--- src/speed_reference_param_bank_defs.svh ---
`ifndef SPEED_REFERENCE_PARAM_BANK_DEFS_SVH
`define SPEED_REFERENCE_PARAM_BANK_DEFS_SVH

// holding register addresses
`define ADDR_RANGE_START_FREQ_HIGH 16'h120B
`define ADDR_RANGE_START_FREQ_LOW 16'h120C
`define ADDR_RANGE_END_FREQ_HIGH 16'h120D
`define ADDR_RANGE_END_FREQ_LOW 16'h120E
`define ADDR_RANGE_START_VOLTAGE 16'h120F
`define ADDR_RANGE_END_VOLTAGE 16'h1210
`define ADDR_SPEED_PRESET1_LOW_AS_PRINTED 16'h1210
`define ADDR_ZERO_START_SELECT 16'h1211
`define ADDR_REFERENCE_FILTER_DEPTH 16'h1212
`define ADDR_SEQUENCE_ENABLE 16'h1213
`define ADDR_SPEED_SELECT_ENCODING 16'h1215
`define ADDR_FIRST_SPEED_HIGH 16'h1216
`define ADDR_FIRST_SPEED_LOW 16'h1217
`define ADDR_SPEED_PRESET1_HIGH 16'h1218
`define ADDR_SPEED_PRESET1_LOW 16'h1219
`define ADDR_SPEED_PRESET2_HIGH 16'h121A
`define ADDR_SPEED_PRESET2_LOW 16'h121B
`define ADDR_SPEED_PRESET3_HIGH 16'h121C
`define ADDR_SPEED_PRESET3_LOW 16'h121D
`define ADDR_FIRST_SPEED_MOTOR2_HIGH 16'h2216
`define ADDR_FIRST_SPEED_MOTOR2_LOW 16'h2217
`define ADDR_FIRST_SPEED_MOTOR3_HIGH 16'h3216
`define ADDR_FIRST_SPEED_MOTOR3_LOW 16'h3217

// index of each frequency pair in the pair array
`define PAIR_RANGE_START 3'h0
`define PAIR_RANGE_END 3'h1
`define PAIR_FIRST_SPEED 3'h2
`define PAIR_PRESET1 3'h3
`define PAIR_PRESET2 3'h4
`define PAIR_PRESET3 3'h5
`define PAIR_MOTOR2 3'h6
`define PAIR_MOTOR3 3'h7

// value limits and scale factor
`define RANGE_FREQ_MAX 32'h0000_9C40
`define VOLTAGE_MAX 7'h64
`define FILTER_DEPTH_MIN 5'h01
`define FILTER_DEPTH_FIXED 5'h1F
`define TOP_FREQ_MIN 9'h01E
`define TOP_FREQ_MAX 9'h190
`define HZ_TO_CENTI_HZ 17'h00064

// reset values
`define RESET_FREQ_PAIR 32'h0000_0000
`define RESET_START_VOLTAGE 7'h00
`define RESET_END_VOLTAGE 7'h64
`define RESET_ZERO_START 1'h0
`define RESET_FILTER_DEPTH 5'h08
`define RESET_SEQUENCE_ENABLE 1'h0
`define RESET_SPEED_ENCODING 1'h0

`endif

--- src/speed_reference_param_bank_pkg.sv ---
package speed_reference_param_bank_pkg;

  typedef enum logic [2:0] {
    kind_none,
    kind_pair,
    kind_start_voltage,
    kind_end_voltage,
    kind_zero_start,
    kind_filter_depth,
    kind_sequence,
    kind_encoding
  } reg_kind_type;

  typedef struct packed {
    reg_kind_type kind;
    logic [2:0] idx;
    logic low;
  } decode_type;

  typedef struct packed {
    logic [7:0][31:0] pair;
    logic [31:0] start_freq_effective;
    logic [6:0] range_start_voltage;
    logic [6:0] range_end_voltage;
    logic zero_start_select;
    logic [4:0] reference_filter_depth;
    logic filter_fixed;
    logic sequence_enable;
    logic speed_select_encoding;
  } settings_type;

endpackage

--- src/speed_reference_param_bank.sv ---
`include "speed_reference_param_bank_defs.svh"

module speed_reference_param_bank
  import speed_reference_param_bank_pkg::*;
(
  input wire logic i_clock,
  input wire logic i_rst_n,
  input wire logic i_clock_en,
  input wire logic i_wr,
  input wire logic i_rd,
  input wire logic [15:0] i_addr,
  input wire logic [15:0] i_wdata,
  input wire logic [8:0] i_top_frequency,
  input wire logic [6:0] i_speed_terminals,
  output logic [15:0] o_rdata,
  output logic o_rd_valid,
  output logic o_wr_ack,
  output logic o_wr_reject,
  output logic [3:0] o_speed_stage,
  output settings_type o_settings
);

  function automatic decode_type decode(input logic [15:0] addr);
    decode_type d;
    d = '{kind: kind_none, idx: 3'h0, low: 1'h0};
    case (addr)
      `ADDR_RANGE_START_FREQ_HIGH: d = '{kind_pair, `PAIR_RANGE_START, 1'h0};
      `ADDR_RANGE_START_FREQ_LOW: d = '{kind_pair, `PAIR_RANGE_START, 1'h1};
      `ADDR_RANGE_END_FREQ_HIGH: d = '{kind_pair, `PAIR_RANGE_END, 1'h0};
      `ADDR_RANGE_END_FREQ_LOW: d = '{kind_pair, `PAIR_RANGE_END, 1'h1};
      `ADDR_RANGE_START_VOLTAGE: d.kind = kind_start_voltage;
      `ADDR_RANGE_END_VOLTAGE: d.kind = kind_end_voltage;
      `ADDR_ZERO_START_SELECT: d.kind = kind_zero_start;
      `ADDR_REFERENCE_FILTER_DEPTH: d.kind = kind_filter_depth;
      `ADDR_SEQUENCE_ENABLE: d.kind = kind_sequence;
      `ADDR_SPEED_SELECT_ENCODING: d.kind = kind_encoding;
      `ADDR_FIRST_SPEED_HIGH: d = '{kind_pair, `PAIR_FIRST_SPEED, 1'h0};
      `ADDR_FIRST_SPEED_LOW: d = '{kind_pair, `PAIR_FIRST_SPEED, 1'h1};
      `ADDR_SPEED_PRESET1_HIGH: d = '{kind_pair, `PAIR_PRESET1, 1'h0};
      `ADDR_SPEED_PRESET1_LOW: d = '{kind_pair, `PAIR_PRESET1, 1'h1};
      `ADDR_SPEED_PRESET2_HIGH: d = '{kind_pair, `PAIR_PRESET2, 1'h0};
      `ADDR_SPEED_PRESET2_LOW: d = '{kind_pair, `PAIR_PRESET2, 1'h1};
      `ADDR_SPEED_PRESET3_HIGH: d = '{kind_pair, `PAIR_PRESET3, 1'h0};
      `ADDR_SPEED_PRESET3_LOW: d = '{kind_pair, `PAIR_PRESET3, 1'h1};
      `ADDR_FIRST_SPEED_MOTOR2_HIGH: d = '{kind_pair, `PAIR_MOTOR2, 1'h0};
      `ADDR_FIRST_SPEED_MOTOR2_LOW: d = '{kind_pair, `PAIR_MOTOR2, 1'h1};
      `ADDR_FIRST_SPEED_MOTOR3_HIGH: d = '{kind_pair, `PAIR_MOTOR3, 1'h0};
      `ADDR_FIRST_SPEED_MOTOR3_LOW: d = '{kind_pair, `PAIR_MOTOR3, 1'h1};
      default: d.kind = kind_none;
    endcase
    return d;
  endfunction

  settings_type cfg;
  settings_type next_cfg;
  logic [15:0] next_rdata;
  logic next_rd_valid;
  logic next_wr_ack;
  logic next_wr_reject;
  decode_type dec;
  logic [31:0] cand;
  logic [8:0] top_clamped;
  logic [31:0] top_centi;
  logic pair_ok;

  // out-of-range top frequency is clamped so presets never see a bogus bound
  always_comb
  begin
    if (i_top_frequency < `TOP_FREQ_MIN)
    begin
      top_clamped = `TOP_FREQ_MIN;
    end
    else if (i_top_frequency > `TOP_FREQ_MAX)
    begin
      top_clamped = `TOP_FREQ_MAX;
    end
    else
    begin
      top_clamped = i_top_frequency;
    end
    top_centi = {15'h0000, 17'({8'h00, top_clamped} * `HZ_TO_CENTI_HZ)};
  end

  always_comb
  begin
    next_cfg = cfg;
    next_rdata = o_rdata;
    next_rd_valid = 1'h0;
    next_wr_ack = 1'h0;
    next_wr_reject = 1'h0;
    dec = decode(i_addr);
    cand = cfg.pair[dec.idx];
    if (dec.low)
    begin
      cand[15:0] = i_wdata;
    end
    else
    begin
      cand[31:16] = i_wdata;
    end
    // the whole pair is checked, so a high word alone can make it invalid
    if (dec.idx == `PAIR_RANGE_START || dec.idx == `PAIR_RANGE_END)
    begin
      pair_ok = (cand <= `RANGE_FREQ_MAX);
    end
    else
    begin
      pair_ok = (cand == 32'h0000_0000) ||
        (cand >= cfg.pair[`PAIR_RANGE_START] && cand <= top_centi);
    end
    if (i_wr)
    begin
      next_wr_reject = 1'h1;
      case (dec.kind)
        kind_pair:
        begin
          if (pair_ok)
          begin
            next_cfg.pair[dec.idx] = cand;
            next_wr_reject = 1'h0;
          end
        end
        kind_start_voltage:
        begin
          if (i_wdata <= {9'h000, cfg.range_end_voltage})
          begin
            next_cfg.range_start_voltage = i_wdata[6:0];
            next_wr_reject = 1'h0;
          end
        end
        kind_end_voltage:
        begin
          if (i_wdata >= {9'h000, cfg.range_start_voltage} &&
              i_wdata <= {9'h000, `VOLTAGE_MAX})
          begin
            next_cfg.range_end_voltage = i_wdata[6:0];
            next_wr_reject = 1'h0;
          end
        end
        kind_zero_start:
        begin
          if (i_wdata <= 16'h0001)
          begin
            next_cfg.zero_start_select = i_wdata[0];
            next_wr_reject = 1'h0;
          end
        end
        kind_filter_depth:
        begin
          if (i_wdata >= {11'h000, `FILTER_DEPTH_MIN} &&
              i_wdata <= {11'h000, `FILTER_DEPTH_FIXED})
          begin
            next_cfg.reference_filter_depth = i_wdata[4:0];
            next_wr_reject = 1'h0;
          end
        end
        kind_sequence:
        begin
          if (i_wdata <= 16'h0001)
          begin
            next_cfg.sequence_enable = i_wdata[0];
            next_wr_reject = 1'h0;
          end
        end
        kind_encoding:
        begin
          if (i_wdata <= 16'h0001)
          begin
            next_cfg.speed_select_encoding = i_wdata[0];
            next_wr_reject = 1'h0;
          end
        end
        default:
        begin
          next_wr_reject = 1'h1;
        end
      endcase
      next_wr_ack = ~next_wr_reject;
    end
    if (i_rd)
    begin
      next_rd_valid = 1'h1;
      case (dec.kind)
        kind_pair: next_rdata = dec.low ? cfg.pair[dec.idx][15:0] :
          cfg.pair[dec.idx][31:16];
        kind_start_voltage: next_rdata = {9'h000, cfg.range_start_voltage};
        kind_end_voltage: next_rdata = {9'h000, cfg.range_end_voltage};
        kind_zero_start: next_rdata = {15'h0000, cfg.zero_start_select};
        kind_filter_depth: next_rdata = {11'h000, cfg.reference_filter_depth};
        kind_sequence: next_rdata = {15'h0000, cfg.sequence_enable};
        kind_encoding: next_rdata = {15'h0000, cfg.speed_select_encoding};
        default: next_rdata = 16'h0000;
      endcase
    end
    // derived views are computed from next_cfg, so they change on the same edge as the written values
    next_cfg.start_freq_effective = next_cfg.zero_start_select ?
      32'h0000_0000 : next_cfg.pair[`PAIR_RANGE_START];
    next_cfg.filter_fixed =
      (next_cfg.reference_filter_depth == `FILTER_DEPTH_FIXED);
  end

  always_ff @(posedge i_clock)
  begin
    if (!i_rst_n)
    begin
      cfg.pair <= {8{`RESET_FREQ_PAIR}};
      cfg.start_freq_effective <= `RESET_FREQ_PAIR;
      cfg.range_start_voltage <= `RESET_START_VOLTAGE;
      cfg.range_end_voltage <= `RESET_END_VOLTAGE;
      cfg.zero_start_select <= `RESET_ZERO_START;
      cfg.reference_filter_depth <= `RESET_FILTER_DEPTH;
      cfg.filter_fixed <= 1'h0;
      cfg.sequence_enable <= `RESET_SEQUENCE_ENABLE;
      cfg.speed_select_encoding <= `RESET_SPEED_ENCODING;
      o_rdata <= 16'h0000;
      o_rd_valid <= 1'h0;
      o_wr_ack <= 1'h0;
      o_wr_reject <= 1'h0;
    end
    else if (i_clock_en)
    begin
      cfg <= next_cfg;
      o_rdata <= next_rdata;
      o_rd_valid <= next_rd_valid;
      o_wr_ack <= next_wr_ack;
      o_wr_reject <= next_wr_reject;
    end
  end

  assign o_settings = cfg;

  // terminal pins: three stages, a change is taken once stages two and three
  // agree, which also rejects single-cycle glitches
  logic [6:0] term_s1;
  logic [6:0] term_s2;
  logic [6:0] term_s3;
  logic [6:0] term_q;
  logic [6:0] next_term_q;
  logic [3:0] next_stage;

  always_comb
  begin
    next_term_q = term_q;
    if (term_s2 == term_s3)
    begin
      next_term_q = term_s3;
    end
    next_stage = 4'h0;
    if (!cfg.speed_select_encoding)
    begin
      next_stage = next_term_q[3:0];
    end
    else
    begin
      // lowest active terminal wins when several are on
      for (int i = 6; i >= 0; i--)
      begin
        if (next_term_q[i])
        begin
          next_stage = 4'(i + 1);
        end
      end
    end
  end

  always_ff @(posedge i_clock)
  begin
    if (!i_rst_n)
    begin
      term_s1 <= 7'h00;
      term_s2 <= 7'h00;
      term_s3 <= 7'h00;
      term_q <= 7'h00;
      o_speed_stage <= 4'h0;
    end
    else if (i_clock_en)
    begin
      term_s1 <= i_speed_terminals;
      term_s2 <= term_s1;
      term_s3 <= term_s2;
      term_q <= next_term_q;
      o_speed_stage <= next_stage;
    end
  end

endmodule

--- config.mk ---
export PLATFORM = sky130hd
export DESIGN_NAME = speed_reference_param_bank
export DESIGN_NICKNAME = d
export VERILOG_FILES = /design/src/speed_reference_param_bank_pkg.sv /design/src/speed_reference_param_bank.sv
export VERILOG_INCLUDE_DIRS = /design/src
export SDC_FILE = /design/constraint.sdc
export NUM_CORES = 1
export LEC_CHECK = 0
export ABC_CLOCK_PERIOD_IN_PS = 9700
export BUFFER_PORTS_ARGS = -buffer_cell sky130_fd_sc_hd__buf_2
export CAP_MARGIN = 25
export CORE_ASPECT_RATIO = 0.8
export CORE_UTILIZATION = 40
export DETAILED_ROUTE_END_ITERATION = 10
export PLACE_DENSITY = 0.61
export SKIP_CTS_REPAIR_TIMING = 1
export SLEW_MARGIN = 25
export SYNTH_ARGS = -nofsm -noshare
export SYNTH_HDL_FRONTEND = slang
export SYNTH_SLANG_ARGS = --single-unit
--- constraint.sdc ---
create_clock -name i_clock -period 9.7 [get_ports i_clock]
set_input_delay 0.97 -clock i_clock [delete_from_list [all_inputs] [get_ports i_clock]]
set_output_delay 0.97 -clock i_clock [all_outputs]
set_load 0.02 [all_outputs]
---- Word-level counts from Yosys, hierarchy flattened ----
Cells that the tools add are included.
operators by class
  reductions and logical operators ........ 16
  eq/ne operators ......................... 32
  $lt $le $gt $ge ......................... 13
  multipliers ............................. 1
  bitwise logic cells ..................... 1
  mux-type cells .......................... 42
operators by type and width
  cell                    number
  $eq A16 B13 Y1 const B  18
  $bwmux W256             1
  $mux W32                6
  $pmux W16 S7            1
  $bmux W32 S3            1
  $demux W32 S3           1
  $eq A16 B14 Y1 const B  4
  $pmux W4 S15            1
  $mux W16                3
  $ge A32 B32 Y1          1
  $le A32 B16 Y1          1
  $le A32 B16 Y1 const B  1
  $logic_not A32 Y1       1
  $mux W4                 7
  $pmux W3 S7             1
  $reduce_and A4 Y1       5
  $mux W9                 2
  $ge A16 B1 Y1 const B   1
  $ge A16 B7 Y1           1
  $le A16 B1 Y1 const B   1
  $le A16 B5 Y1 const B   1
  $le A16 B7 Y1           1
  $le A16 B7 Y1 const B   1
  $reduce_or A16 Y1       1
  22 further kinds        43
word-level totals
  output and inout bits ................... 334
  bits in registers ....................... 362
  logic and storage cells ................. 130
  input port bits ......................... 53

---- Longest topological paths before layout ----
  depth after elaboration ................. 14
  depth in mapped cells ................... 29
  gate-level depth less buffers ........... 24

---- Worst setup path before layout ----
OpenSTA, ideal clock, no wires.
  path type ............................... in2reg
  start ................................... input i_top_frequency[5]
  end ..................................... register cfg, in the netlist o_settings[204]
  path buffers ............................ 2
  data required time ...................... 9.585 ns
  data arrival time ....................... 6.357 ns
  cell stages on the path ................. 25
  path slack .............................. 3.227 ns
  setup time .............................. 0.115 ns
  path through ............................ o311ai_0 > nand2_1 > nand2_1 > ha_1 > ha_1 > fa_1 > ha_1 > nor2b_1 > o21ai_0 > a21oi_1 > o21ai_0 > nand2b_1 > a21o_1 > a21oi_1 > xor2_1 > ha_1 > a21oi_1 > o21ai_0 > a211o_1 > and4_1 > clkbuf_1 > or2_1 > or3_1 > clkbuf_1 > and3_1
on the way
  cells in the longest elaborated chain, start to end .. 9
  elaborated cells between the ends (all ways) .. 10
  classes of those cells .................. mul: 1; order compare: 3; mux: 3; reduce/logical: 3
ends and longest elaborated chain
  what                           RTL line                           source
  from (decl)                    speed_reference_param_bank.sv:13   input wire logic [8:0] i_top_frequency,
  $gt A9 B9 Y1 (no line)         n/a
  $mux W9                        speed_reference_param_bank.sv:73   else if (i_top_frequency > `TOP_FREQ_MAX)
  $mux W9 *                      speed_reference_param_bank.sv:69   if (i_top_frequency < `TOP_FREQ_MIN)
  $mul A9 B5 Y14 (no line) *     n/a
  $le A32 B16 Y1 *               speed_reference_param_bank.sv:109  (cand >= cfg.pair[`PAIR_RANGE_START] && cand <= top_centi);
  $logic_and A1 B1 Y1 *          speed_reference_param_bank.sv:109
  $logic_or A1 B1 Y1 *           speed_reference_param_bank.sv:108  pair_ok = (cand == 32'h0000_0000) ||
  $mux W1 *                      speed_reference_param_bank.sv:102  if (dec.idx == `PAIR_RANGE_START || dec.idx == `PAIR_RANGE_END)
  $reduce_and A4 Y1 (no line) *  n/a
  to (signal assigned)           speed_reference_param_bank.sv:222  cfg <= next_cfg;
  to (decl)                      speed_reference_param_bank.sv:54   settings_type cfg;
Mark *: on every way between the ends. The rest lies on a longest branch, timed or not.
A chain may end at the register's enable or synchronous reset.

---- Worst setup path after layout ----
  start ................................... input i_addr[4]
  end ..................................... register cfg, in the netlist o_settings[250]
on the way
  cells in the longest elaborated chain, start to end .. 10
  elaborated cells between the ends (all ways) .. 47
  classes of those cells .................. order compare: 5; eq/ne: 24; mux: 10; reduce/logical: 8
ends and longest elaborated chain
  what                                                     RTL line                           source
  from (decl)                                              speed_reference_param_bank.sv:11   input wire logic [15:0] i_addr,
  $eq A16 B14 Y1 / $eq A16 B13 Y1 (equally long branches)  speed_reference_param_bank.sv:26   case (addr)
  $pmux W4 S15 *                                           speed_reference_param_bank.sv:26
  $bmux W32 S3                                             speed_reference_param_bank.sv:92   cand = cfg.pair[dec.idx];
  $mux W32 (implied by the code)                           speed_reference_param_bank.sv:92
  $mux W16 *                                               speed_reference_param_bank.sv:93   if (dec.low)
  net cand[2]                                              speed_reference_param_bank.sv:61   logic [31:0] cand;
  $ge A32 B32 Y1 / $le A32 B16 Y1 (equally long branches)  speed_reference_param_bank.sv:109
  $logic_and A1 B1 Y1                                      speed_reference_param_bank.sv:109
  $logic_or A1 B1 Y1                                       speed_reference_param_bank.sv:108
  $mux W1 *                                                speed_reference_param_bank.sv:102
  $reduce_and A4 Y1 (no line) *                            n/a
The timed path passes the listed nets; every way through them passes the cells marked *. The select of a mux whose other input is x is not followed.

==> impl_metrics.tcl <==
set metrics [dict create \
    final_antenna_net_count 0 \
    relSlewSlack_pct 25.0 \
    initial_core_util_pct 40.7 \
    viasPerCell 6.05 \
    cts_tree "built" \
    setup_tns_ns 0 \
    mostFrequentLayoutCell "buf_2" \
    pwr_density_cell_nw_per_um2 156 \
    comb_power_share_pct 7.4 \
    die-area_um2 46300 \
    grt_pass1_vias 16500 \
    worst_setup_path_start_kind "primary input" \
    dr_wl_met3_um 8670 \
    arrival_ns 8.38 \
    cap_violations 0 \
    drtIter0Drc 2245 \
    io_pins 387 \
    antenna_found_initial 8 \
    syn_to_final_growth_pct 20.6 \
    nets 2525 \
    period_share_pct 81.5 \
    dp_hpwl_um 54500 \
    clock-root-buffer "clkbuf_16" \
    coreArea_um2 44600 \
    clkSlewWorstSetupHoldPaths_ns 0.06 \
    p_int_mw 2.59 \
    met2_length_um 31100 \
    drc 0 \
    clockBufferDepth 3 \
    routabilityCongestion 1.01 \
    ys_types 88 \
    overflow 0 \
    track_usage_pct 31.0 \
    hp-class "reg2reg" \
    rsz0062_at_grt "false" \
    irDropWorstVdd_v 0.000130 \
    synth-seq-cells 362 \
    die_w_um 240 \
    drive_above_1_share_pct 23.4 \
    h-tree-depth 2 \
    leakagePower_nw 9.87 \
    synth-seq-area-share_pct 39.9 \
    mostFrequentLayoutCells "386 x buf_2, 362 x dfxtp_1, 221 x nand2_1, 159 x nor2_1, 126 x mux2i_1" \
    timing.final.hold_violations 0 \
    netSwitchingPower_mw 0.824 \
    cp.required_ns 10.17 \
    status "finished clean" \
    cts.sinks 362 \
    fin_crit_ns 7.91 \
    clkPwrFrac_pct 48.7 \
    final-max-slew-violation-count 0 \
    wl_met1_um 32100 \
    critPathKind "in2reg" \
    max_freq_ghz 0.126 \
    io_buffers 386 \
    tightest_slew_ns 1.12 \
    num_vias 18300 \
    ys.flop_type "dfxtp_1" \
    grt_start_max_net_pins 140 \
    wire_per_inst_um 24.7 \
    crit_fanout 56 \
    syn_inst 2087 \
    ys_warn_count 0 \
    synth_async_sr_flop_share_pct 0 \
    numCtsBuffers 40 \
    wirelength_um 74400 \
    seqPwrFrac_pct 43.9 \
    top_layer_used "met5" \
    whs_ns 0.451 \
    skew_ns 0.0301 \
    die_h_um 193 \
    synth_area_um2 18200 \
    first_pass_iters 9 \
    switching_share_pct 24.2 \
    syn_nets 2236 \
    grt_pass1_wl_um 108000 \
    synth_edf_count 0 \
    nFillCells 4335 \
    clk_latency_ns 0.58 \
    cp-end-kind "flop" \
    syn_avg_cell_area_um2 8.71 \
    finalSetupViolations 0 \
    row_count 69 \
]
-- worst max-delay path, stage by stage --
cell	delay (ns)
buf_2	0.24
or4b_1	0.48
nor3_2	0.45
nand3_1	0.82
o221ai_1	0.51
o21a_1	0.22
nor2_1	0.11
nand2_1	0.08
nand2_1	0.38
inv_1	0.38
ha_1	0.20
nor2b_1	0.04
o21a_1	0.16
o21a_1	0.16
o21ai_0	0.15
nand2_1	0.08
a221oi_1	0.24
o21ai_0	0.17
a211o_1	0.35
a41o_1	0.37
nor2_4	0.15
buf_4	0.56
nand3_1	0.59
o221a_2	0.43
-- synth_stat cells, types with 5 or more instances --
master    number  area share [%]
a21o_1        22            0.91
inv_1        100             2.1
o21a_1        18            0.74
and3_1        90             3.1
xor2_1         7            0.34
mux2i_1      126             6.9
nand2_1      221             4.6
o221a_1        6            0.37
nor3_1        58             1.6
clkbuf_1     119             2.5
a211oi_1       5            0.21
a41oi_1        5            0.24
a32o_1        14            0.77
nor2_1       161             3.3
buf_2         42             1.2
a41o_1        17            0.94
o211a_1       16            0.88
nor4_1        17            0.58
o221ai_1      55             2.6
o221a_2       41             2.5
dfxtp_1      362              40
nand4_1       22            0.76
a21oi_1      104             2.9
nand2b_1      19            0.65
o31ai_1        7            0.29
a22oi_1       10            0.41
ha_1          92             6.3
or3_1         15            0.52
a222oi_1       6            0.33
buf_4          8            0.33
nor2b_1        8            0.28
a32oi_1       16            0.77
o21ai_0      107             2.9
o22ai_1       11            0.38
o211ai_1      18            0.74
nand3_1       48             1.3
xnor2_1       11            0.53
-- per-stage QoR --
step                utilization, %  worst slack [ns]  instance area, um2  std cells  total power [mW]
floorplan                        -              3.23               18200       2087              1.70
global placement              45.8              1.54               20400       2936              1.77
detailed placement            45.8              1.44               20400       2936              1.78
CTS                           49.0              2.02               21900       3008              3.42
global route                  49.1              1.49               21900       3013              3.52
finish                        49.1              1.79               21900       3015              3.41
-- registers in the layout (all words and copies together), names as in the netlist --
signal	count
term_q	7
term_s1	7
term_s3	7
o_wr_ack	1
o_rd_valid	1
term_s2	7
o_wr_reject	1
o_speed_stage	4
o_rdata	16
o_settings	311
-- routing by layer --
layer / global-route usage [%] / vias up
met1: 43.8 / 8832
met3: 8.74 / 164
met5: 0 / -
li1: - / 8189
met4: 10.4 / 6
met2: 44.7 / 1063
-- power groups by stage --
stage               clock (mW)  sequential, mW  combinational [mW]
floorplan                    0            1.53               0.172
global placement             0            1.53               0.238
detailed placement           0            1.53               0.246
CTS                       1.68            1.50               0.248
global route              1.74            1.50               0.282
finish                    1.66            1.50               0.252
-- worst paths after layout --
path | from | to | slack [ns] | cells after the start
worst max-delay path | i_addr[4] | o_settings[250] | 1.79 | 24
worst min-delay path | o_settings[26] | o_settings[26] | 0.45 | 2
worst min register to register | o_settings[26] | o_settings[26] | 0.45 | 2
worst max register to register | o_settings[183] | o_settings[250] | 3.89 | 19
-- cells by family after synthesis --
group                    Yosys count  share of synthesized area (%)
AND/OR/NAND/NOR                  692                           18.3
buffers and inverters            276                           6.20
flip-flops                       362                           39.9
adder cells (fa/ha/maj)           96                           6.77
AO/OA/AOI/OAI                    514                           20.9
XOR/XNOR                          18                          0.867
multiplexers                     129                           7.14
-- area by class of cell --
cell class | instances | area [um2] | share of cell area [%]
inverter | 102 | 390 | 1.78
clock buffer | 57 | 1210 | 5.50
sequential | 362 | 7250 | 33.1
tap | 603 | 754 | 3.44
multi-input combinational | 1449 | 9880 | 45.0
timing repair buffer | 421 | 2210 | 10.1
antenna | 6 | 15.0 | 0.0685
clock inverter | 15 | 221 | 1.01
No activity file was read; power rests on OpenSTA's default activity.
